<file path="src/hdl/sff_pkg.sv">
package sff_pkg;
    // ----------------------------------------
    // Configuration bytes and field layout
    // ----------------------------------------
    localparam logic [7:0] OFS_CORE_IO_FILT = 8'h10;
    localparam logic [7:0] OFS_AUX_FILT = 8'h11;
    localparam logic [7:0] CFG_RESET = 8'h00;
    localparam int CORE_UV_LSB = 4;
    localparam int CORE_OV_BIT = 3;
    localparam int IO_UV_LSB = 1;
    localparam int IO_OV_BIT = 0;
    localparam int AUX_UV_LSB = 1;
    localparam int AUX_OV_BIT = 0;
    localparam logic [1:0] UV_SEL_5 = 2'h0;
    localparam logic [1:0] UV_SEL_15 = 2'h1;
    localparam logic [1:0] UV_SEL_25 = 2'h2;
    localparam logic [1:0] UV_SEL_40 = 2'h3;

    // ----------------------------------------
    // Timing
    // ----------------------------------------
    localparam int SYS_CLK_MHZ = 125;
    localparam int SYS_CLK_KHZ = 125000;
    localparam int DUR_W = 13;
    localparam int DGL_5US_NS = 5000;
    localparam int DGL_15US_NS = 15000;
    localparam int DGL_25US_NS = 25000;
    localparam int DGL_40US_NS = 40000;
    localparam int DGL_45US_NS = 45000;
    localparam int BIAS_UV_NS = 10000;
    localparam int PRE_UV_NS = 10000;
    localparam int PRE_OV_NS = 2000;
    localparam int HS_MIN_ON_NS = 25;
    localparam int PWM_FREQ_KHZ = 455;
    localparam int APS_FREQ_KHZ = 2220;

    // Least times round up to whole cycles
    localparam int CYC_5US = (DGL_5US_NS * SYS_CLK_MHZ + 999) / 1000;
    localparam int CYC_15US = (DGL_15US_NS * SYS_CLK_MHZ + 999) / 1000;
    localparam int CYC_25US = (DGL_25US_NS * SYS_CLK_MHZ + 999) / 1000;
    localparam int CYC_40US = (DGL_40US_NS * SYS_CLK_MHZ + 999) / 1000;
    localparam int CYC_45US = (DGL_45US_NS * SYS_CLK_MHZ + 999) / 1000;
    localparam int CYC_BIAS_UV = (BIAS_UV_NS * SYS_CLK_MHZ + 999) / 1000;
    localparam int CYC_PRE_UV = (PRE_UV_NS * SYS_CLK_MHZ + 999) / 1000;
    localparam int CYC_PRE_OV = (PRE_OV_NS * SYS_CLK_MHZ + 999) / 1000;
    localparam int CYC_HS_MIN = (HS_MIN_ON_NS * SYS_CLK_MHZ + 999) / 1000;
    // Switching periods round down so the frequency is never below nominal
    localparam int CYC_PWM = SYS_CLK_KHZ / PWM_FREQ_KHZ;
    localparam int CYC_APS = SYS_CLK_KHZ / APS_FREQ_KHZ;
    localparam int DIV_W = 9;
    localparam int ON_W = 3;
endpackage

</file>
<file path="src/hdl/sff_ctrl.sv">
`timescale 1ns/1ps
// Behaviour
// - Core undervoltage filter time from bits 5:4: 5, 15, 25, 40 us.
// - Core overvoltage filter time from bit 3: 25 or 45 us.
// - I/O undervoltage filter time from first byte bits 2:1.
// - I/O overvoltage filter time from first byte bit 0: 25/45 us.
// - Auxiliary undervoltage filter time from second byte bits 2:1.
// - Auxiliary overvoltage filter time from second byte bit 0.
// - Qualified low bias undervoltage starts a full power-down.
// - Battery below low threshold feeds bias directly, else pre-regulator.
// - Overcurrent past minimum on-time turns high side off till next edge.
// - Switching clock internal at reset; source changes only by command.
// - Configuration picks forced PWM 455 kHz or pulse skipping 2.22 MHz.
// - Pulse skipping omits turn-on when duty is below minimum.
// - Feedback UV high, UV low and OV flags go to main state machine.
module sff_ctrl #(
    parameter logic [12:0] UV40_CYC = 13'(sff_pkg::CYC_40US), // 40 us
    parameter logic [12:0] OV45_CYC = 13'(sff_pkg::CYC_45US) // 45 us
) (
    input wire logic sys_clk, // 125 MHz clock
    input wire logic nrst, // Synchronous reset, active low
    input wire logic cfg_load, // Configuration byte strobe
    input wire logic [7:0] cfg_addr, // Configuration byte offset
    input wire logic [7:0] cfg_data, // Configuration byte value
    input wire logic pulse_skip_mode, // Mode setting, 1 = pulse skip
    input wire logic core_uv_cmp, // Core rail undervoltage comparator
    input wire logic core_ov_cmp, // Core rail overvoltage comparator
    input wire logic io_uv_cmp, // I/O rail undervoltage comparator
    input wire logic io_ov_cmp, // I/O rail overvoltage comparator
    input wire logic aux_uv_cmp, // Aux monitor undervoltage comparator
    input wire logic aux_ov_cmp, // Aux monitor overvoltage comparator
    input wire logic bias_uv_low_cmp, // Bias rail below low threshold
    input wire logic battery_low_threshold, // Battery below low level
    input wire logic pre_uvh_cmp, // Feedback below UV high level
    input wire logic pre_uvl_cmp, // Feedback below UV low level
    input wire logic pre_ov_cmp, // Feedback above OV level
    input wire logic ext_sync_in, // External sync clock
    input wire logic clk_src_wr, // Serial-bus source command strobe
    input wire logic clk_src_ext_cmd, // Commanded source, 1 = external
    input wire logic oc_sense, // Overcurrent comparator
    input wire logic peak_trip, // Peak current end of on-phase
    input wire logic duty_below_min, // Required duty under minimum
    output logic [7:0] core_io_fault_filter_cfg, // First filter byte
    output logic [7:0] aux_monitor_fault_filter_cfg, // Second filter byte
    output logic core_uv_fault, // Qualified core undervoltage
    output logic core_ov_fault, // Qualified core overvoltage
    output logic io_uv_fault, // Qualified I/O undervoltage
    output logic io_ov_fault, // Qualified I/O overvoltage
    output logic aux_uv_fault, // Qualified aux undervoltage
    output logic aux_ov_fault, // Qualified aux overvoltage
    output logic bias_uv_low_flag, // Qualified bias low undervoltage
    output logic power_down, // Full power-down request
    output logic bias_from_battery, // Direct battery-to-bias path on
    output logic bias_from_prereg, // Bias drawn from pre-regulator
    output logic pre_uvh_flag, // Feedback UV high to state machine
    output logic pre_uvl_flag, // Feedback UV low to state machine
    output logic pre_ov_flag, // Feedback OV to state machine
    output logic clk_src_ext, // Switching clock follows sync input
    output logic sw_clk, // Switching clock
    output logic high_side_switch // High-side gate command
);
    import sff_pkg::*;

    // ----------------------------------------
    // Configuration bytes
    // ----------------------------------------
    wire ld_core_io = cfg_load && cfg_addr == OFS_CORE_IO_FILT;
    wire ld_aux = cfg_load && cfg_addr == OFS_AUX_FILT;

    always_ff @(posedge sys_clk) begin
        if (!nrst) begin
            core_io_fault_filter_cfg <= CFG_RESET;
        end else if (ld_core_io) begin
            core_io_fault_filter_cfg <= cfg_data;
        end
    end

    always_ff @(posedge sys_clk) begin
        if (!nrst) begin
            aux_monitor_fault_filter_cfg <= CFG_RESET;
        end else if (ld_aux) begin
            aux_monitor_fault_filter_cfg <= cfg_data;
        end
    end

    // ----------------------------------------
    // Duration selection
    // ----------------------------------------
    wire [1:0] core_uv_filter_sel =
        core_io_fault_filter_cfg[CORE_UV_LSB +: 2];
    wire core_ov_filter_sel = core_io_fault_filter_cfg[CORE_OV_BIT];
    wire [1:0] io_uv_filter_sel = core_io_fault_filter_cfg[IO_UV_LSB +: 2];
    wire io_ov_filter_sel = core_io_fault_filter_cfg[IO_OV_BIT];
    wire [1:0] aux_uv_filter_sel =
        aux_monitor_fault_filter_cfg[AUX_UV_LSB +: 2];
    wire aux_ov_filter_sel = aux_monitor_fault_filter_cfg[AUX_OV_BIT];

    function automatic logic [DUR_W-1:0] uv_dur(input logic [1:0] sel);
        logic [DUR_W-1:0] d;
        d = DUR_W'(CYC_5US);
        unique case (sel)
            UV_SEL_5: d = DUR_W'(CYC_5US);
            UV_SEL_15: d = DUR_W'(CYC_15US);
            UV_SEL_25: d = DUR_W'(CYC_25US);
            UV_SEL_40: d = UV40_CYC;
        endcase
        return d;
    endfunction

    wire [DUR_W-1:0] core_uv_dur = uv_dur(core_uv_filter_sel);
    wire [DUR_W-1:0] core_ov_dur =
        core_ov_filter_sel ? OV45_CYC : DUR_W'(CYC_25US);
    wire [DUR_W-1:0] io_uv_dur = uv_dur(io_uv_filter_sel);
    wire [DUR_W-1:0] io_ov_dur =
        io_ov_filter_sel ? OV45_CYC : DUR_W'(CYC_25US);
    wire [DUR_W-1:0] aux_uv_dur = uv_dur(aux_uv_filter_sel);
    wire [DUR_W-1:0] aux_ov_dur =
        aux_ov_filter_sel ? OV45_CYC : DUR_W'(CYC_25US);
    wire [DUR_W-1:0] bias_dur = DUR_W'(CYC_BIAS_UV);
    wire [DUR_W-1:0] pre_uv_dur = DUR_W'(CYC_PRE_UV);
    wire [DUR_W-1:0] pre_ov_dur = DUR_W'(CYC_PRE_OV);

    // ----------------------------------------
    // Qualification filters
    // ----------------------------------------
    sff_filter u_core_uv (.sys_clk(sys_clk), .nrst(nrst),
        .cond(core_uv_cmp), .dur(core_uv_dur), .flag(core_uv_fault));
    sff_filter u_core_ov (.sys_clk(sys_clk), .nrst(nrst),
        .cond(core_ov_cmp), .dur(core_ov_dur), .flag(core_ov_fault));
    sff_filter u_io_uv (.sys_clk(sys_clk), .nrst(nrst),
        .cond(io_uv_cmp), .dur(io_uv_dur), .flag(io_uv_fault));
    sff_filter u_io_ov (.sys_clk(sys_clk), .nrst(nrst),
        .cond(io_ov_cmp), .dur(io_ov_dur), .flag(io_ov_fault));
    sff_filter u_aux_uv (.sys_clk(sys_clk), .nrst(nrst),
        .cond(aux_uv_cmp), .dur(aux_uv_dur), .flag(aux_uv_fault));
    sff_filter u_aux_ov (.sys_clk(sys_clk), .nrst(nrst),
        .cond(aux_ov_cmp), .dur(aux_ov_dur), .flag(aux_ov_fault));
    sff_filter u_bias_uv (.sys_clk(sys_clk), .nrst(nrst),
        .cond(bias_uv_low_cmp), .dur(bias_dur), .flag(bias_uv_low_flag));
    // Feedback results are qualified, then go out as state machine conditions
    sff_filter u_pre_uvh (.sys_clk(sys_clk), .nrst(nrst),
        .cond(pre_uvh_cmp), .dur(pre_uv_dur), .flag(pre_uvh_flag));
    sff_filter u_pre_uvl (.sys_clk(sys_clk), .nrst(nrst),
        .cond(pre_uvl_cmp), .dur(pre_uv_dur), .flag(pre_uvl_flag));
    sff_filter u_pre_ov (.sys_clk(sys_clk), .nrst(nrst),
        .cond(pre_ov_cmp), .dur(pre_ov_dur), .flag(pre_ov_flag));

    // ----------------------------------------
    // Bias supply and power-down
    // ----------------------------------------
    // Power-down holds until reset: bias may recover but state is lost
    always_ff @(posedge sys_clk) begin
        if (!nrst) begin
            power_down <= 1'b0;
        end else if (bias_uv_low_flag) begin
            power_down <= 1'b1;
        end
    end

    always_ff @(posedge sys_clk) begin
        if (!nrst) begin
            bias_from_battery <= 1'b1;
            bias_from_prereg <= 1'b0;
        end else begin
            bias_from_battery <= battery_low_threshold;
            bias_from_prereg <= !battery_low_threshold;
        end
    end

    // ----------------------------------------
    // Switching clock
    // ----------------------------------------
    logic [DIV_W-1:0] div_cnt;
    logic ext_prev;
    wire [DIV_W-1:0] div_last = pulse_skip_mode ?
        DIV_W'(CYC_APS - 1) : DIV_W'(CYC_PWM - 1);
    wire int_tick = div_cnt >= div_last;
    wire ext_rise = ext_sync_in && !ext_prev;
    wire sw_rise = clk_src_ext ? ext_rise : int_tick;
    wire int_high = div_cnt < (div_last >> 1);

    always_ff @(posedge sys_clk) begin
        if (!nrst || int_tick) begin
            div_cnt <= '0;
        end else begin
            div_cnt <= div_cnt + DIV_W'(1);
        end
    end

    always_ff @(posedge sys_clk) begin
        if (!nrst) begin
            ext_prev <= 1'b0;
            clk_src_ext <= 1'b0;
            sw_clk <= 1'b0;
        end else begin
            ext_prev <= ext_sync_in;
            if (clk_src_wr) begin
                clk_src_ext <= clk_src_ext_cmd;
            end
            sw_clk <= clk_src_ext ? ext_sync_in : int_high;
        end
    end

    // ----------------------------------------
    // High-side switch
    // ----------------------------------------
    logic [ON_W-1:0] on_cnt;
    wire min_on_done = on_cnt >= ON_W'(CYC_HS_MIN);
    wire skip = pulse_skip_mode && duty_below_min;
    wire oc_off = high_side_switch && oc_sense && min_on_done;
    logic next_hs;

    always_comb begin
        next_hs = high_side_switch;
        if (power_down) begin
            next_hs = 1'b0;
        end else if (sw_rise) begin
            next_hs = !skip;
        end else if (oc_off || (high_side_switch && peak_trip)) begin
            next_hs = 1'b0;
        end
    end

    always_ff @(posedge sys_clk) begin
        if (!nrst) begin
            high_side_switch <= 1'b0;
            on_cnt <= '0;
        end else begin
            high_side_switch <= next_hs;
            if (!next_hs) begin
                on_cnt <= '0;
            end else if (!min_on_done) begin
                on_cnt <= on_cnt + ON_W'(1);
            end
        end
    end
endmodule

</file>
<file path="src/hdl/sff_filter.sv">
`timescale 1ns/1ps
module sff_filter (
    input wire logic sys_clk, // System clock
    input wire logic nrst, // Synchronous reset, active low
    input wire logic cond, // Raw comparator condition
    input wire logic [sff_pkg::DUR_W-1:0] dur, // Qualification cycles
    output logic flag // Qualified fault
);
    import sff_pkg::*;

    logic [DUR_W-1:0] cnt;
    wire hit = cond && !flag && (cnt == dur - DUR_W'(1));

    // Any gap in the condition restarts the count
    always_ff @(posedge sys_clk) begin
        if (!nrst || !cond) begin
            cnt <= '0;
            flag <= 1'b0;
        end else if (hit) begin
            flag <= 1'b1;
        end else if (!flag) begin
            cnt <= cnt + DUR_W'(1);
        end
    end
endmodule

</file>
<file path="config.mk">
export PLATFORM = sky130hd
export DESIGN_NAME = sff_ctrl
export DESIGN_NICKNAME = d
export VERILOG_FILES = /design/src/hdl/sff_pkg.sv /design/src/hdl/sff_ctrl.sv /design/src/hdl/sff_filter.sv
export SDC_FILE = /design/constraint.sdc
export NUM_CORES = 1
export LEC_CHECK = 0
export BUFFER_PORTS_ARGS = -buffer_cell sky130_fd_sc_hd__buf_2
export CAP_MARGIN = 10
export CORE_ASPECT_RATIO = 0.7
export CORE_UTILIZATION = 55
export DETAILED_ROUTE_END_ITERATION = 8
export PLACE_DENSITY = 0.79
export SLEW_MARGIN = 20
export SYNTH_ARGS = -nofsm -noshare
export SYNTH_HDL_FRONTEND = slang
export SYNTH_HIERARCHICAL = 1
export SYNTH_SLANG_ARGS = --single-unit
</file>
<file path="constraint.sdc">
create_clock -name sys_clk -period 4.1 [get_ports sys_clk]
set_clock_uncertainty 0.05 [all_clocks]
set_input_delay 0.615 -clock sys_clk [delete_from_list [all_inputs] [get_ports sys_clk]]
set_output_delay 0.615 -clock sys_clk [all_outputs]
set_load 0.1 [all_outputs]
</file>
# After elaboration in Yosys (flattened, before gate mapping)
# Index checks and enable logic that the tools add are counted.
dict set report classes {
  add_sub_neg 18
  magnitude_cmp 3
  eq_ne 21
  muxes 12
  bitwise 20
  n_reduce_logical 77
}
# cell count
set op_table {}
lappend op_table {{13-bit case mux with 4 select lines} 3}
lappend op_table {{13-bit by 1-bit adder with 13-bit output (second input constant)} 10}
lappend op_table {{13-bit equality test} 6}
lappend op_table {{13-bit by 1-bit subtractor with 13-bit output (second input constant)} 6}
lappend op_table {{13-bit by 11-bit equality test with 1-bit output (second input constant)} 3}
lappend op_table {{13-bit two-way mux} 3}
lappend op_table {{1-bit logical AND} 27}
lappend op_table {{1-bit logical NOT} 24}
lappend op_table {{2-bit AND reduction} 11}
lappend op_table {{1-bit NOT} 20}
lappend op_table {{8-bit by 5-bit equality test with 1-bit output (second input constant)} 2}
lappend op_table {{13-bit by 8-bit equality test with 1-bit output (second input constant)} 1}
lappend op_table {{2-bit equality test (second input constant)} 6}
lappend op_table {{1-bit logical OR} 12}
lappend op_table {{9-bit by 1-bit adder with 9-bit output (second input constant)} 1}
lappend op_table {{9-bit >= comparator} 1}
lappend op_table {{9-bit by 8-bit less-than comparator with 1-bit output} 1}
lappend op_table {{9-bit two-way mux} 1}
lappend op_table {{2-bit by 1-bit equality test with 1-bit output (second input constant)} 3}
lappend op_table {{2-bit logical NOT} 3}
lappend op_table {{1-bit two-way mux} 5}
lappend op_table {{3-bit by 1-bit adder with 3-bit output (second input constant)} 1}
lappend op_table {{3-bit >= comparator (second input constant)} 1}
dict set report word_totals {
  regBits 175
  output_inout_bits 32
  word_cells 182
}

# Logic depth before layout (Yosys ltp)
dict set report logic_depth {
  ltp_word 7
  depth_mapped 13
  ltp_nobuf 11
}

# By module
# Netlist, hierarchy kept.
# mod instances cells_each area_each_um2
set modules_own_cells {}
lappend modules_own_cells {sff_filter 10 149 1177.4}
lappend modules_own_cells {sff_ctrl 1 207 1925.6}

# Worst setup path before layout
# Ideal clock, no wire load.
dict set report synth_path {
  path_kind {register to register}
  start {register aux_monitor_fault_filter_cfg[1]}
  end {register u_aux_uv.cnt[0]}
  arrival_time_ns 3.591
  slack_ns 0.331
  path_stages_with_launch 13
  n_path_buf 2
  period_less_slack_ns 3.769
  path_cell_list {dfxtp_1 -> inv_1 -> ha_1 -> or2_2 -> nor4_1 -> nand3b_1 -> xnor2_1 -> nand4_1 -> o41ai_4 -> buf_6 -> buf_6 -> xor2_1 -> nor2_1}
}
dict set report synth_between {
  elab_chain_cells 7
  elab_cells_between_ends 10
  classes_between {add/sub (1); eq/ne (4); mux (1); bitwise (1); reduce/logical (3)}
}
# element line_no
set synth_rtl {}
lappend synth_rtl {{start, declared} sff_ctrl.sv:44} ;# output logic [7:0] aux_monitor_fault_filter_cfg,
lappend synth_rtl {{start signal, assigned} sff_ctrl.sv:82} ;# aux_monitor_fault_filter_cfg <= cfg_data;
lappend synth_rtl {{2-bit equality test, or another cell as far along} sff_ctrl.sv:101} ;# unique case (sel)
lappend synth_rtl {{13-bit case mux with 4 select lines (*)} sff_ctrl.sv:101}
lappend synth_rtl {{net aux_uv_dur[11]} sff_ctrl.sv:116} ;# wire [DUR_W-1:0] aux_uv_dur = uv_dur(aux_uv_filter_sel);
lappend synth_rtl {{13-bit by 1-bit subtractor with 13-bit output (*)} sff_filter.sv:12} ;# wire hit = cond && !flag && (cnt == dur - DUR_W'(1));
lappend synth_rtl {{13-bit equality test (*)} sff_filter.sv:12}
lappend synth_rtl {{1-bit logical AND (*)} sff_filter.sv:12}
lappend synth_rtl {{1-bit NOT (no source line) (*)} n/a}
lappend synth_rtl {{2-bit AND reduction (no source line) (*)} n/a}
lappend synth_rtl {{end signal, assigned} sff_filter.sv:22} ;# cnt <= cnt + DUR_W'(1);
lappend synth_rtl {{end, declared} sff_filter.sv:11} ;# logic [DUR_W-1:0] cnt;
# Mark *: on every way through the listed nets, which the timed path passes. The rest lies on a longest branch.
# A chain may end at the register's enable or synchronous reset.

# Worst setup path after layout
dict set report layout_path {
  start {register aux_monitor_fault_filter_cfg[1]}
  end {register u_aux_uv.cnt[10]}
}
# The elaborated chain is that of the path after synthesis.

==> results.json <==
{
  "outcome": "finished, final reports clean",
  "number_of_rows_created_at_floorplan": 47,
  "initial_utilization_pct": 57.0,
  "post_synth_fa_ha_maj_area_fraction_pct": 4.29,
  "design_power_total_mw": 3.69,
  "route.detailed.drc": 0,
  "fillers": 2052,
  "seq_area_frac_synth_pct": 25.6,
  "final_layout_size_suffix_gt1_share_pct": 9.56,
  "critical_path_origin": "aux_monitor_fault_filter_cfg[1]$_SDFFE_PN0P_",
  "synthesis.yosys.warnings": 6,
  "seqCellArea_um2": 3500,
  "worst_setup_path_end_kind": "register",
  "clkSlewWorstSetupHoldPaths_ns": 0.07,
  "pin_count": 69,
  "fp.dieH_um": 134,
  "post_synth_instance_area_um2": 13700,
  "synth_xor_area_share_pct": 10.7,
  "drv_slew": 0,
  "grt_antenna_before_repair": 0,
  "vias_per_cell": 5.58,
  "drt_first_iter_violations": 1084,
  "power_switching_share_pct": 26.0,
  "number_of_setup_violations_in_the_final_report": 0,
  "flow.area_growth_from_synthesis_pct": 14.3,
  "buffers_inserted_during_post_cts_setup_optimization": 0,
  "hold_path_end": "bias_from_prereg$_SDFF_PN0_",
  "maximum_vdd_ir_drop_v": 0.000297,
  "worstSetupPathType": "register to register",
  "hold_path_startpoint": "battery_low_threshold",
  "most-common-layout-cells": "conb_1 (271), dfxtp_1 (175), inv_1 (122)",
  "cap_violations": 0,
  "overall_fraction_of_global_route_tracks_in_use_pct": 25.1,
  "grt_start_max_net_pins": 28,
  "die_w_um": 191,
  "weighted_congestion_at_the_end_of_routability_driven_global_placement": 0.887,
  "largest_family_of_logic_cells_by_synthesized_area": "simple AND/OR/NAND/NOR gates",
  "required_ns": 4.41,
  "timing.hold.worst.class": "primary input to register",
  "post-route-period-util_pct": 84.7,
  "synthesis.instances": 1697,
  "clockPowerShare_pct": 43.6,
  "power_report.internal_total_mw": 2.73,
  "instances_no_fill": 2326,
  "h-tree-depth": 4,
  "placement.io_buffers": 68,
  "hold_violations": 0,
  "dp_hpwl_mm": 23.6,
  "syn-mean-instance-area_um2": 8.07,
  "routedWlPerCell_um": 13.5,
  "timing_worst_slew_pin_value_ns": 1.06,
  "first_global_vias": 11900,
  "mux_share_of_post_synthesis_cell_area_pct": 0.731,
  "cts_tree": "built",
  "synth-compound-area-share_pct": 20.4,
  "synth.lib_cells_used.distinct": 55,
  "final.min_clock_period_ns": 3.47,
  "overflow": 0,
  "worst_ep_arrival_time_ns": 3.78,
  "ys_async_sr_fraction_pct": 0,
  "power_per_cell_area_nw_per_um2": 236,
  "ant_diodes": 0,
  "latest_clock_arrival_within_the_worst_skew_pair_ns": 0.43,
  "type_of_origin_of_the_critical_path": "register",
  "final_common_cell": "conb_1",
  "detailroute.via_count": 13000,
  "timing.setup.tns_ns": 0,
  "maximum_fanout_along_the_worst_path": 22,
  "highest_achievable_clock_rate_mhz": 288,
  "antenna_violating_nets_post_route": 0,
  "reg2reg_depth": 11,
  "reg2reg_setup_slack_ns": 0.63,
  "worstReg2RegStart": "aux_monitor_fault_filter_cfg[1]$_SDFFE_PN0P_",
  "numPlacedInstances": 2294,
  "grt_setup_unrepaired": "false",
  "cts-buffers-inserted": 17,
  "regToRegEndpoint": "u_aux_uv/cnt[10]$_SDFFE_PP0P_",
  "num-nets-final": 2079,
  "p_switching_uw": 960,
  "logic_pwr_share_pct": 9.3,
  "synth_seq_cells": 175,
  "cts_hold_repair.buffers": 0,
  "grt_first_pass_wirelength_mm": 54.1,
  "worstHoldPathCells": 2,
  "yosys.area_share.simple_pct": 31.9,
  "totalWireLength_mm": 31.4,
  "design.die.area_um2": 25600,
  "drt_pre_antenna_iters": 6,
  "post_cts_resize_count": 0,
  "numClockSinks": 175,
  "multiInputGateArea_um2": 10300,
  "clk_path_buf_depth": 2,
  "cellLeakagePower_nw": 6.27,
  "coreArea_um2": 24100,
  "ys.flop_type": "dfxtp_1",
  "relSlewSlack_pct": 28.9,
  "power.sequential.fraction_pct": 47.1,
  "synth_edf_count": 0,
  "cell_at_the_root_of_the_clock_tree": "clkbuf_16"
}
-- per-layer routing --
layer  wire length (µm)  part of all wire, %  vias up  track usage (%)
met4                465                  1.5        0             6.58
met3               1310                  4.2       43             3.90
li1                   -                    -     6613                -
met1              15100                   48     6028             33.7
met5                  0                    0        -                0
met2              14500                   46      287             41.7
-- worst max-delay path, stage by stage, from the launching register on --
cell     delay [ns]
dfxtp_1        0.43
inv_1          0.11
ha_1           0.34
or2_2          0.39
nor4_1         0.46
a41oi_1        0.23
xnor2_1        0.20
a22oi_2        0.26
o41ai_4        0.08
buf_4          0.21
or4_1          0.48
a21oi_1        0.15
-- worst max-delay path by stage --
stage                                                 to  slack (ns)  cells after the start
after global placement    u_core_uv/cnt[10]$_SDFFE_PP0P_        0.85                     11
after CTS                 u_core_uv/cnt[10]$_SDFFE_PP0P_        0.66                     11
after global routing      u_core_uv/cnt[10]$_SDFFE_PP0P_        0.32                     11
after detailed placement   u_aux_uv/cnt[10]$_SDFFE_PP0P_        0.68                     11
final                      u_aux_uv/cnt[10]$_SDFFE_PP0P_        0.63                     11
after floorplan             u_aux_uv/cnt[0]$_SDFFE_PP0P_        0.33                     12
-- logic make-up (layout without fill, tap and decap cells) --
| group | count (synthesis) | in the layout |
|---|---|---|
| xor gates and xnor gates | 168 | 168 |
| other | 2 | 271 |
| AOI/OAI and AO/OA | 380 | 380 |
| and+or+nand+nor | 728 | 728 |
| muxes | 10 | 10 |
| buffers and inverters | 187 | 229 |
| DFF | 175 | 175 |
| adders and majority gates | 47 | 47 |
-- power groups by stage --
stage / sequential [mW] / combinational, mW / clock, mW
after floorplan: 1.79 / 0.242 / 0
after global placement: 1.78 / 0.317 / 0
after detailed placement: 1.78 / 0.326 / 0
after CTS: 1.74 / 0.327 / 1.63
after global routing: 1.74 / 0.390 / 1.70
final: 1.74 / 0.343 / 1.61
-- Yosys cell counts, drive strengths merged (2+ instances only) --
cell type    n  area, µm²
xor2        87        762
and3        42        263
and2        22        138
a22oi       10        125
buf         33        298
nor3        20        150
nand2b      11       68.8
a211oi      12        100
a41oi       10       87.6
ha          47        588
clkbuf      32        120
o41ai       21        372
o21a        11       82.6
nor2b       20        125
xnor2       81        709
or2         29        181
dfxtp      175       3500
o21ai       82        410
a32o        11        110
o31ai       41        308
nand4       43        269
or3         60        375
nand3b      30        225
a21boi       8       60.1
o311ai      30        263
conb         2       7.51
or4         40        300
a221o       20        200
a211o       10       87.6
nor2        90        362
and4        10       87.6
nand2      110        413
nor4b       11        246
inv        122        458
nor4        52        409
nand3      116        586
mux2i       10        100
nor3b       22        165
a21oi      112        561
-- metrics by stage --
| step | hold slack [ns] | area (µm²) | setup slack, ns | utilization [%] |
|---|---|---|---|---|
| 6_report | 0.290 | 15700 | 0.629 | 65.1 |
| 2_1_floorplan | 0.412 | 14700 | 0.331 | - |
| 4_1_cts | 0.269 | 15700 | 0.661 | 65.1 |
| 3_5_place_dp | 0.409 | 15100 | 0.675 | 62.7 |
| 5_1_grt | 0.283 | 15700 | 0.319 | 65.1 |
| 3_3_place_gp | 0.397 | 15100 | 0.848 | 62.7 |
-- area by class of cell --
class                           instances  area share [%]
Clock buffer                           21            3.00
Clock inverter                         11           0.687
Inverter                              122            2.92
Multi-Input combinational cell       1604            66.0
Sequential cell                       175            22.4
Tap cell                              318            2.54
Timing Repair Buffer                   75            2.51
Note: power is estimated with default switching activity, not from simulation.
